$ cat config.mk
export PLATFORM = sky130hd
export DESIGN_NAME = ccrb_register_bank
export DESIGN_NICKNAME = d
export VERILOG_FILES = /design/src/verilog/ccrb_pkg.sv /design/src/verilog/ccrb_serial_port.sv /design/src/verilog/ccrb_register_bank.sv
export SDC_FILE = /design/constraint.sdc
export NUM_CORES = 1
export LEC_CHECK = 0
export BUFFER_PORTS_ARGS = -buffer_cell sky130_fd_sc_hd__buf_2
export CAP_MARGIN = 20
export CORE_UTILIZATION = 30
export CTS_BUF_LIST = sky130_fd_sc_hd__clkbuf_16
export CTS_CLUSTER_DIAMETER = 30
export DETAILED_ROUTE_END_ITERATION = 7
export MAX_ROUTING_LAYER = met4
export PLACE_DENSITY_LB_ADDON = 0.25
export RECOVER_POWER = 25
export SLEW_MARGIN = 30
export SYNTH_ARGS = -nofsm -noshare
export SYNTH_HDL_FRONTEND = slang
export SYNTH_SLANG_ARGS = --single-unit
$ cat constraint.sdc
create_clock -name clock -period 2.5 [get_ports clock]
set_input_delay 0.5 -clock clock [delete_from_list [all_inputs] [get_ports clock]]
set_output_delay 0.5 -clock clock [all_outputs]
set_load 0.02 [all_outputs]
$ cat src/verilog/ccrb_pkg.sv
// Purpose: Shared constants for the converter configuration register bank
// Assumes: Byte-wide registers on a 15-bit serial control port address space
// Notes: Multi-byte registers place their low byte at the lowest address
package ccrb_pkg;
   localparam int ADDR_W = 15;
   localparam int DATA_W = 8;

   // Serial frame layout: read flag, 15 address bits, 8 data bits
   localparam logic [4:0] CMD_BITS = 5'h10;
   localparam logic [4:0] FRAME_BITS = 5'h18;
   localparam logic [4:0] COUNT_ONE = 5'h01;
   localparam logic [4:0] COUNT_ZERO = 5'h00;
   localparam int READ_FLAG_POS = 15;

   // Register addresses
   localparam logic [14:0] ALIGN_CTRL_ADDR = 15'h0029;
   localparam logic [14:0] EDGE_POS_ADDR0 = 15'h002c;
   localparam logic [14:0] EDGE_POS_ADDR1 = 15'h002d;
   localparam logic [14:0] EDGE_POS_ADDR2 = 15'h002e;
   localparam logic [14:0] FULL_SCALE_ADDR_LO = 15'h0030;
   localparam logic [14:0] FULL_SCALE_ADDR_HI = 15'h0031;
   localparam logic [14:0] POWER_PROFILE_ADDR = 15'h0037;
   localparam logic [14:0] SYNTH_CTRL_ADDR = 15'h0039;
   localparam logic [14:0] TIMESTAMP_CTRL_ADDR = 15'h003b;
   localparam logic [14:0] REFOUT_CTRL_ADDR = 15'h003c;
   localparam logic [14:0] FEEDBACK_DIV_ADDR = 15'h003d;

   // Reset values
   localparam logic [7:0] ALIGN_CTRL_RESET = 8'h00;
   localparam logic [23:0] EDGE_POS_RESET = 24'h00_0000;
   localparam logic [15:0] FULL_SCALE_RESET = 16'ha000;
   localparam logic [15:0] FULL_SCALE_MIN = 16'h2000;
   localparam logic [7:0] POWER_PROFILE_RESET = 8'h4b;
   localparam logic [7:0] POWER_LOW = 8'h46;
   localparam logic [7:0] POWER_HIGH = 8'h4b;
   localparam logic [7:0] SYNTH_CTRL_RESET = 8'h00;
   localparam logic [7:0] TIMESTAMP_CTRL_RESET = 8'h00;
   localparam logic [7:0] REFOUT_CTRL_RESET = 8'h01;
   localparam logic [7:0] FEEDBACK_DIV_RESET = 8'h00;
   localparam logic [7:0] READ_UNMAPPED = 8'h00;

   // Field positions
   localparam int TIMESTAMP_EN_BIT = 0;
   localparam int TIMESTAMP_LVPECL_BIT = 1;
   localparam int REFOUT_EN_BIT = 0;
   localparam int SYNTH_EN_BIT = 0;
   localparam int SYNTH_LOOP_RESET_BIT = 1;
   localparam int SECOND_DIV_MSB = 3;
   localparam int SECOND_DIV_LSB = 2;
   localparam int FIRST_DIV_MSB = 1;
   localparam int FIRST_DIV_LSB = 0;
   localparam int ALIGN_SEL_MSB = 3;

   // Divider codes and ratios
   localparam logic [1:0] DIV_CODE0 = 2'h0;
   localparam logic [1:0] DIV_CODE1 = 2'h1;
   localparam logic [1:0] DIV_CODE2 = 2'h2;
   localparam logic [2:0] FIRST_RATIO0 = 3'h5;
   localparam logic [2:0] FIRST_RATIO1 = 3'h4;
   localparam logic [2:0] FIRST_RATIO2 = 3'h3;
   localparam logic [2:0] SECOND_RATIO0 = 3'h1;
   localparam logic [2:0] SECOND_RATIO1 = 3'h2;
   localparam logic [2:0] SECOND_RATIO2 = 3'h4;
   localparam logic [2:0] RATIO_RESERVED = 3'h0;
endpackage

$ cat src/verilog/ccrb_serial_port.sv
// Purpose: Serial control port slave turning frames into byte accesses
// Assumes: Serial pins are synchronous to clock; serial clock half period >= 4 clocks
// Notes: Mode 0 framing, MSB first, one byte per frame, select low frames the access
module ccrb_serial_port (
   input wire logic clock,
   input wire logic rst,
   input wire logic clock_enable,
   input wire logic serial_clock,
   input wire logic serial_select_n,
   input wire logic serial_data_in,
   output logic serial_data_out,
   output logic write_strobe,
   output logic read_strobe,
   output logic [ccrb_pkg::ADDR_W-1:0] access_address,
   output logic [ccrb_pkg::DATA_W-1:0] write_data,
   input wire logic [ccrb_pkg::DATA_W-1:0] read_data
);
   import ccrb_pkg::*;

   logic sclk_q, next_sclk_q;
   logic [15:0] shift_in, next_shift_in;
   logic [15:0] shifted;
   logic [4:0] count, next_count, count_inc;
   logic is_read, next_is_read;
   logic [7:0] out_shift, next_out_shift;
   logic rise, fall;
   logic next_serial_data_out, next_write_strobe, next_read_strobe;
   logic [ADDR_W-1:0] next_access_address;
   logic [DATA_W-1:0] next_write_data;

   always_comb begin
      rise = serial_clock & ~sclk_q;
      fall = ~serial_clock & sclk_q;
      shifted = {shift_in[14:0], serial_data_in};
      count_inc = count + COUNT_ONE;
      next_sclk_q = serial_clock;
      next_shift_in = shift_in;
      next_count = count;
      next_is_read = is_read;
      next_out_shift = out_shift;
      next_serial_data_out = serial_data_out;
      next_write_strobe = 1'b0;
      next_read_strobe = 1'b0;
      next_access_address = access_address;
      next_write_data = write_data;
      if (serial_select_n) begin
         next_count = COUNT_ZERO;
         next_serial_data_out = 1'b0;
      end else if (rise && count < FRAME_BITS) begin
         next_shift_in = shifted;
         next_count = count_inc;
         if (count_inc == CMD_BITS) begin
            next_access_address = shifted[ADDR_W-1:0];
            next_is_read = shifted[READ_FLAG_POS];
            next_read_strobe = shifted[READ_FLAG_POS];
         end
         if (count_inc == FRAME_BITS && !is_read) begin
            next_write_data = shifted[DATA_W-1:0];
            next_write_strobe = 1'b1;
         end
      end else if (fall && is_read && count >= CMD_BITS && count < FRAME_BITS) begin
         if (count == CMD_BITS) begin
            next_serial_data_out = read_data[7];
            next_out_shift = {read_data[6:0], 1'b0};
         end else begin
            next_serial_data_out = out_shift[7];
            next_out_shift = {out_shift[6:0], 1'b0};
         end
      end
   end

   always_ff @(posedge clock) begin
      if (rst) begin
         sclk_q <= 1'b0;
         shift_in <= '0;
         count <= COUNT_ZERO;
         is_read <= 1'b0;
         out_shift <= '0;
         serial_data_out <= 1'b0;
         write_strobe <= 1'b0;
         read_strobe <= 1'b0;
         access_address <= '0;
         write_data <= '0;
      end else if (clock_enable) begin
         sclk_q <= next_sclk_q;
         shift_in <= next_shift_in;
         count <= next_count;
         is_read <= next_is_read;
         out_shift <= next_out_shift;
         serial_data_out <= next_serial_data_out;
         write_strobe <= next_write_strobe;
         read_strobe <= next_read_strobe;
         access_address <= next_access_address;
         write_data <= next_write_data;
      end
   end
endmodule

$ cat src/verilog/ccrb_register_bank.sv
// Purpose: Configuration and status registers of a multichannel converter
// Assumes: Host reaches the registers through the serial control port only
// Notes: Outputs are registered copies or decodes of the stored register fields
// Notes on behaviour
// - A read-only 24-bit status reports where the alignment strobe edge falls.
// - A 16-bit full-scale setting applies to all channels and resets to 0xA000.
// - The power-profile code selects low power at 0x46, high performance at 0x4B (reset).
// - Timestamp control bit 0 enables the timestamp input receiver and resets to zero.
// - With its enable set, the reference clock output runs whenever the synthesizer runs.
// - The reference output enable resets to one so the output comes up once the synthesizer is enabled.
// - Second divider bits 3:2 divide by 1, 2, 4 for codes 0, 1, 2; code 3 is reserved.
// - First divider bits 1:0 divide by 5, 4, 3 for codes 0, 1, 2; code 3 is reserved.
// - A 4-bit alignment delay selection chooses the strobe capture delay.
module ccrb_register_bank (
   input wire logic clock,
   input wire logic rst,
   input wire logic clock_enable,
   input wire logic serial_clock,
   input wire logic serial_select_n,
   input wire logic serial_data_in,
   output logic serial_data_out,
   input wire logic [23:0] edge_position_value,
   input wire logic edge_position_valid,
   output logic [15:0] full_scale_setting,
   output logic [7:0] power_profile_code,
   output logic low_power_mode,
   output logic profile_reserved,
   output logic timestamp_input_enable,
   output logic timestamp_lvpecl_enable,
   output logic [3:0] alignment_delay_select,
   output logic synth_enable,
   output logic synth_loop_reset,
   output logic reference_output_active,
   output logic [2:0] first_divider_ratio,
   output logic [2:0] second_divider_ratio
);
   import ccrb_pkg::*;

   logic write_strobe, read_strobe;
   logic [ADDR_W-1:0] access_address;
   logic [DATA_W-1:0] write_data;
   logic [DATA_W-1:0] read_data, next_read_data;
   logic [23:0] edge_position, next_edge_position;
   logic [15:0] next_full_scale_setting;
   logic [7:0] align_ctrl, next_align_ctrl;
   logic [7:0] next_power_profile_code;
   logic [7:0] synth_ctrl, next_synth_ctrl;
   logic [7:0] timestamp_ctrl, next_timestamp_ctrl;
   logic [7:0] refout_ctrl, next_refout_ctrl;
   logic [7:0] feedback_div, next_feedback_div;
   logic next_low_power_mode, next_profile_reserved;
   logic next_timestamp_input_enable, next_timestamp_lvpecl_enable;
   logic [3:0] next_alignment_delay_select;
   logic next_synth_enable, next_synth_loop_reset, next_reference_output_active;
   logic [2:0] next_first_divider_ratio, next_second_divider_ratio;

   ccrb_serial_port port (
      .clock(clock),
      .rst(rst),
      .clock_enable(clock_enable),
      .serial_clock(serial_clock),
      .serial_select_n(serial_select_n),
      .serial_data_in(serial_data_in),
      .serial_data_out(serial_data_out),
      .write_strobe(write_strobe),
      .read_strobe(read_strobe),
      .access_address(access_address),
      .write_data(write_data),
      .read_data(read_data)
   );

   // Divider code to ratio; reserved code gives zero
   function automatic logic [2:0] divider_ratio(input logic [1:0] code, input logic second);
      logic [2:0] r;
      r = RATIO_RESERVED;
      case (code)
         DIV_CODE0: r = second ? SECOND_RATIO0 : FIRST_RATIO0;
         DIV_CODE1: r = second ? SECOND_RATIO1 : FIRST_RATIO1;
         DIV_CODE2: r = second ? SECOND_RATIO2 : FIRST_RATIO2;
         default: r = RATIO_RESERVED;
      endcase
      return r;
   endfunction

   function automatic logic write_hit(input logic [ADDR_W-1:0] target);
      return write_strobe && access_address == target;
   endfunction

   always_comb begin
      next_edge_position = edge_position_valid ? edge_position_value : edge_position;
      next_full_scale_setting = full_scale_setting;
      next_align_ctrl = align_ctrl;
      next_power_profile_code = power_profile_code;
      next_synth_ctrl = synth_ctrl;
      next_timestamp_ctrl = timestamp_ctrl;
      next_refout_ctrl = refout_ctrl;
      next_feedback_div = feedback_div;
      if (write_hit(FULL_SCALE_ADDR_LO)) begin
         next_full_scale_setting[7:0] = write_data;
      end
      if (write_hit(FULL_SCALE_ADDR_HI)) begin
         next_full_scale_setting[15:8] = write_data;
      end
      if (write_hit(ALIGN_CTRL_ADDR)) begin
         next_align_ctrl = write_data;
      end
      if (write_hit(POWER_PROFILE_ADDR)) begin
         next_power_profile_code = write_data;
      end
      if (write_hit(SYNTH_CTRL_ADDR)) begin
         next_synth_ctrl = write_data;
      end
      if (write_hit(TIMESTAMP_CTRL_ADDR)) begin
         next_timestamp_ctrl = write_data;
      end
      if (write_hit(REFOUT_CTRL_ADDR)) begin
         next_refout_ctrl = write_data;
      end
      if (write_hit(FEEDBACK_DIV_ADDR)) begin
         next_feedback_div = write_data;
      end
   end

   always_comb begin
      next_read_data = read_data;
      if (read_strobe) begin
         case (access_address)
            ALIGN_CTRL_ADDR: next_read_data = align_ctrl;
            EDGE_POS_ADDR0: next_read_data = edge_position[7:0];
            EDGE_POS_ADDR1: next_read_data = edge_position[15:8];
            EDGE_POS_ADDR2: next_read_data = edge_position[23:16];
            FULL_SCALE_ADDR_LO: next_read_data = full_scale_setting[7:0];
            FULL_SCALE_ADDR_HI: next_read_data = full_scale_setting[15:8];
            POWER_PROFILE_ADDR: next_read_data = power_profile_code;
            SYNTH_CTRL_ADDR: next_read_data = synth_ctrl;
            TIMESTAMP_CTRL_ADDR: next_read_data = timestamp_ctrl;
            REFOUT_CTRL_ADDR: next_read_data = refout_ctrl;
            FEEDBACK_DIV_ADDR: next_read_data = feedback_div;
            default: next_read_data = READ_UNMAPPED;
         endcase
      end
   end

   always_comb begin
      next_low_power_mode = next_power_profile_code == POWER_LOW;
      next_profile_reserved = next_power_profile_code != POWER_LOW &&
         next_power_profile_code != POWER_HIGH;
      next_timestamp_input_enable = next_timestamp_ctrl[TIMESTAMP_EN_BIT];
      next_timestamp_lvpecl_enable = next_timestamp_ctrl[TIMESTAMP_LVPECL_BIT];
      next_alignment_delay_select = next_align_ctrl[ALIGN_SEL_MSB:0];
      next_synth_enable = next_synth_ctrl[SYNTH_EN_BIT];
      next_synth_loop_reset = next_synth_ctrl[SYNTH_LOOP_RESET_BIT];
      next_reference_output_active = next_refout_ctrl[REFOUT_EN_BIT] &
         next_synth_ctrl[SYNTH_EN_BIT];
      next_first_divider_ratio =
         divider_ratio(next_feedback_div[FIRST_DIV_MSB:FIRST_DIV_LSB], 1'b0);
      next_second_divider_ratio =
         divider_ratio(next_feedback_div[SECOND_DIV_MSB:SECOND_DIV_LSB], 1'b1);
   end

   always_ff @(posedge clock) begin
      if (rst) begin
         edge_position <= EDGE_POS_RESET;
         full_scale_setting <= FULL_SCALE_RESET;
         align_ctrl <= ALIGN_CTRL_RESET;
         power_profile_code <= POWER_PROFILE_RESET;
         synth_ctrl <= SYNTH_CTRL_RESET;
         timestamp_ctrl <= TIMESTAMP_CTRL_RESET;
         refout_ctrl <= REFOUT_CTRL_RESET;
         feedback_div <= FEEDBACK_DIV_RESET;
         read_data <= READ_UNMAPPED;
         low_power_mode <= 1'b0;
         profile_reserved <= 1'b0;
         timestamp_input_enable <= TIMESTAMP_CTRL_RESET[TIMESTAMP_EN_BIT];
         timestamp_lvpecl_enable <= TIMESTAMP_CTRL_RESET[TIMESTAMP_LVPECL_BIT];
         alignment_delay_select <= ALIGN_CTRL_RESET[ALIGN_SEL_MSB:0];
         synth_enable <= SYNTH_CTRL_RESET[SYNTH_EN_BIT];
         synth_loop_reset <= SYNTH_CTRL_RESET[SYNTH_LOOP_RESET_BIT];
         reference_output_active <= 1'b0;
         first_divider_ratio <= FIRST_RATIO0;
         second_divider_ratio <= SECOND_RATIO0;
      end else if (clock_enable) begin
         edge_position <= next_edge_position;
         full_scale_setting <= next_full_scale_setting;
         align_ctrl <= next_align_ctrl;
         power_profile_code <= next_power_profile_code;
         synth_ctrl <= next_synth_ctrl;
         timestamp_ctrl <= next_timestamp_ctrl;
         refout_ctrl <= next_refout_ctrl;
         feedback_div <= next_feedback_div;
         read_data <= next_read_data;
         low_power_mode <= next_low_power_mode;
         profile_reserved <= next_profile_reserved;
         timestamp_input_enable <= next_timestamp_input_enable;
         timestamp_lvpecl_enable <= next_timestamp_lvpecl_enable;
         alignment_delay_select <= next_alignment_delay_select;
         synth_enable <= next_synth_enable;
         synth_loop_reset <= next_synth_loop_reset;
         reference_output_active <= next_reference_output_active;
         first_divider_ratio <= next_first_divider_ratio;
         second_divider_ratio <= next_second_divider_ratio;
      end
   end

   chk_edge_capture: assert property (@(posedge clock) disable iff (rst)
      clock_enable && edge_position_valid |=> edge_position == $past(edge_position_value))
      else $error("edge position not captured");
   chk_edge_readback: assert property (@(posedge clock) disable iff (rst)
      clock_enable && read_strobe && access_address == EDGE_POS_ADDR1 && !edge_position_valid
      |=> read_data == edge_position[15:8])
      else $error("edge position readback wrong");
   chk_fs_write_high: assert property (@(posedge clock) disable iff (rst)
      clock_enable && write_strobe && access_address == FULL_SCALE_ADDR_HI
      |=> full_scale_setting[15:8] == $past(write_data))
      else $error("full scale high byte not written");
   chk_fs_reset_value: assert property (@(posedge clock) disable iff (rst)
      $fell(rst) && $past(clock_enable) |-> full_scale_setting == FULL_SCALE_RESET)
      else $error("full scale reset value wrong");
   chk_power_mode_decode: assert property (@(posedge clock) disable iff (rst)
      low_power_mode == (power_profile_code == POWER_LOW) &&
      profile_reserved == (power_profile_code != POWER_LOW && power_profile_code != POWER_HIGH))
      else $error("power profile decode wrong");
   chk_timestamp_enable: assert property (@(posedge clock) disable iff (rst)
      clock_enable && write_strobe && access_address == TIMESTAMP_CTRL_ADDR
      |=> timestamp_input_enable == $past(write_data[TIMESTAMP_EN_BIT]))
      else $error("timestamp enable not following write");
   chk_refout_gating: assert property (@(posedge clock) disable iff (rst)
      reference_output_active == (refout_ctrl[REFOUT_EN_BIT] && synth_enable))
      else $error("reference output gating wrong");
   chk_refout_reset: assert property (@(posedge clock) disable iff (rst)
      $fell(rst) && $past(clock_enable) |-> refout_ctrl[REFOUT_EN_BIT])
      else $error("reference output enable not set after reset");
   chk_second_ratio: assert property (@(posedge clock) disable iff (rst)
      feedback_div[SECOND_DIV_MSB:SECOND_DIV_LSB] == DIV_CODE2
      |-> second_divider_ratio == SECOND_RATIO2)
      else $error("second divider ratio wrong");
   chk_first_ratio: assert property (@(posedge clock) disable iff (rst)
      feedback_div[FIRST_DIV_MSB:FIRST_DIV_LSB] == DIV_CODE0
      |-> first_divider_ratio == FIRST_RATIO0)
      else $error("first divider ratio wrong");
   chk_align_select: assert property (@(posedge clock) disable iff (rst)
      alignment_delay_select == align_ctrl[ALIGN_SEL_MSB:0])
      else $error("alignment delay select mismatch");
   chk_edge_no_write: assert property (@(posedge clock) disable iff (rst)
      clock_enable && write_strobe && access_address == EDGE_POS_ADDR0 && !edge_position_valid
      |=> $stable(edge_position))
      else $error("edge position changed by a write");
   chk_freeze_hold: assert property (@(posedge clock) disable iff (rst)
      !clock_enable |=> $stable(edge_position) && $stable(full_scale_setting))
      else $error("state changed while clock enable low");
endmodule

==> impl_metrics.csv <==
group,metric,value,unit
drt,met2WireLength,9960,um
die,die_w,157,um
sta,rsz0062_at_grt,"false",
synthesis,synth_area,7160,um2
synthesis,ys_warn_count,0,
setup_path,r2r_setup_slack,0.13,ns
sta,clock_skew,0.0141,ns
outcome,outcome,"completed",
synthesis,synth_edf_count,0,
cells_and_area,area_growth,19.0,%
sta,finalCritPeriodShare,0.946,
setup_path,endpoint_kind,"flop",
die,core_region_area,23500,um2
power_and_ir_drop,total_power,5.24,mW
drt,drc,0,
sta,finalSetupViolCount,0,
min_path,hold_path.class,"input port to flop",
setup_path,reg2reg_to,"power_profile_code[6]",
global_routing,grt_use_total,0.188,
synthesis,synthArstFlopShare,0,
global_routing,grt_overflow_total,0,
min_path,hold_start,"edge_position_value[10]",
power_and_ir_drop,peakVddDrop,0.000314,V
setup_path,rr_worst_depth,6,
sta,final.setup.worst_slack,0.135,ns
clocking,clkTransAtPathRegs,0.07,ns
placement,routabilityCongestion,0.886,
min_path,min_to,"edge_position[10]",
die,initial_core_util,0.305,
drt,ant_nets,0,
sta,max_freq,0.423,GHz
global_routing,grt_pass1_wl,33800,um
setup_path,startpoint_type,"flop",
drt,maxUsedRoutingLayer,"met4",
placement,dp_hpwl,15300,um
setup_path,required,2.82,ns
drt,wl_per_cell,17.4,um
clocking,clock_sinks,160,
min_path,hold_depth,3,
clocking,cts.hold.buffers_added,0,
drt,drt-met1-wl,10300,um
synthesis,synth_cell_types,67,
synthesis,ys_ff_latch,160,
run,cap_violations,0,
drt,firstDrtPassIters,5,
synthesis,synthesis.nets,881,
placement,port_buffers,72,
clocking,cts_root_buf,"clkbuf_16",
global_routing,antenna_found_initial,0,
placement,dp_slack,0.128,ns
clocking,worstSkewPairLatency,0.43,ns
cells_and_area,mostFrequentLayoutCells,"nand2_1, dfxtp_1, nor2_1",
setup_path,cp_max_fo,13,
sta,whs,0.312,ns
synthesis,syn_inst,847,
clocking,htree_levels,4,
setup_path,reg2reg_from,"port.access_address[11]",
sta,tightest_slew,0.850,ns
die,die_area,24500,um2
power_and_ir_drop,power_density,615,nW/um2
drt,wl_met3,962,um
setup_path,crit_arrival,2.69,ns
global_routing,first_global_vias,5941,
cells_and_area,n_antenna_cell,0,
clocking,cts_tree,"done",
cells_and_area,final_util,0.363,
clocking,cts_buffers,17,
synthesis,seq_area_frac_synth,0.447,
drt,via_per_inst,5.02,
cells_and_area,drive_gt1_frac,0.161,
cells_and_area,fillers,2458,
global_routing,grt_max_degree,160,
drt,wirelength,21600,um
sta,max_slew_margin,0.433,
synthesis,syn_area_per_cell,8.46,um2
sta,fin_crit,2.37,ns
die,num_io_pins,73,
sta,slew_violations,0,
cells_and_area,final_common_cell,"nand2_1",
clocking,ctsLongestPathBuffers,2,
die,rows,56,
synthesis,synthFlopType,"dfxtp_1",
setup_path,critPathKind,"flop to flop",
drt,drt_iter0_markers,468,
sta,final_hold_viol_count,0,
power_and_ir_drop,leakage,3.01,nW
die,fp.dieH,157,um
sta,fin_setup_tns,0,ns
cells_and_area,nets,949,
drt,dr_total_vias,6266,
[critical path: stages (launching register included)]
cell and delay, ns:
dfxtp_1 0.32, or4_4 0.59, nor4_2 0.35, buf_4 0.24, and2_1 0.40, nor2b_1 0.09, a211o_1 0.27
[per-layer routing]
metal  vias to the layer above  GRT usage
met5                         -          -
li1                       3093          -
met4                         0     0.0700
met2                       177      0.291
met3                        32     0.0338
met1                      2964      0.244
[worst max path at each step]
stage / from / end / cells past startpoint
global route: port.access_address[3] / second_divider_ratio[1] / 5
CTS: port.access_address[11] / power_profile_code[6] / 6
detailed placement: port.access_address[11] / power_profile_code[1] / 6
finish: port.access_address[11] / power_profile_code[6] / 6
floorplan: serial_clock / port.access_address[0] / 8
global placement: port.access_address[11] / power_profile_code[0] / 6
[stage by stage]
step           std cells  cell area, um2
5_1_grt             1247            8530
2_1_floorplan        847            7160
3_5_place_dp        1215            7990
3_3_place_gp        1215            7990
6_report            1247            8530
4_1_cts             1247            8550
[state kept, by name, indices dropped and copies added, names as in the netlist, 3 cells and up]
signal and flops:
edge_position 24, full_scale_setting 16, port.access_address 15, port.shift_in 15, align_ctrl 8, feedback_div 8
port.write_data 8, power_profile_code 8, read_data 8, refout_ctrl 8, port.out_shift 7, synth_ctrl 7
timestamp_ctrl 7, port.count 5, first_divider_ratio 3, second_divider_ratio 3
[synthesized netlist by cell type, types with 3 or more instances]
cell type | number | area share
nor4bb_1 | 4 | 0.0056
and3_1 | 5 | 0.0044
nand4_1 | 8 | 0.0070
ha_1 | 3 | 0.0052
a222oi_1 | 4 | 0.0056
nor4b_1 | 4 | 0.0049
nor2b_1 | 8 | 0.0070
nor2_1 | 96 | 0.050
a311oi_1 | 4 | 0.0049
a221oi_1 | 5 | 0.0061
a32oi_1 | 4 | 0.0049
nor3_1 | 12 | 0.0084
nand2b_1 | 6 | 0.0052
buf_2 | 12 | 0.0084
and4_1 | 4 | 0.0049
and3b_1 | 3 | 0.0037
and2_1 | 7 | 0.0061
buf_4 | 6 | 0.0063
dfxtp_1 | 160 | 0.45
nand4b_1 | 3 | 0.0037
mux2i_1 | 82 | 0.11
o21ai_0 | 8 | 0.0056
nand3b_1 | 7 | 0.0073
mux2_1 | 3 | 0.0047
nor4_1 | 5 | 0.0044
a211o_1 | 4 | 0.0049
nand2_1 | 161 | 0.084
clkbuf_1 | 45 | 0.024
a22oi_1 | 7 | 0.0073
a22o_1 | 6 | 0.0073
nand3_1 | 16 | 0.011
o22ai_1 | 4 | 0.0035
mux2_2 | 4 | 0.0063
inv_1 | 6 | 0.0031
buf_1 | 3 | 0.0016
a21oi_1 | 86 | 0.060
[kinds of logic after synthesis]
group,Yosys count,share of synthesized area
buffers and inverters,73,0.0435
AND/OR/NAND/NOR,366,0.242
flip-flops,160,0.447
multiplexers,89,0.126
adder cells (fa/ha/maj),3,0.00524
AO/OA/AOI/OAI,153,0.133
XOR/XNOR,3,0.00367
[power by group]
| group | total [mW] | internal, mW | switching [mW] |
|---|---|---|---|
| clock | 2.48 | 1.38 | 1.10 |
| combinational | 0.172 | 0.0555 | 0.117 |
| sequential | 2.59 | 2.57 | 0.0144 |
[layout make-up]
type                            instances  area (um2)  share of cell area
Multi-Input combinational cell        614        3660               0.429
Clock buffer                           17         425              0.0499
Inverter                                7        26.3             0.00308
Tap cell                              319         399              0.0468
Clock inverter                         15         133              0.0156
Sequential cell                       160        3200               0.376
Timing Repair Buffer                  115         677              0.0794
[what timing repair did]
item                                    CTS  global route
gates resized for setup                   0             1
endpoints found under the setup margin    0             3
buffers inserted                          0             0
Note: power is estimated with default switching activity, not from simulation.
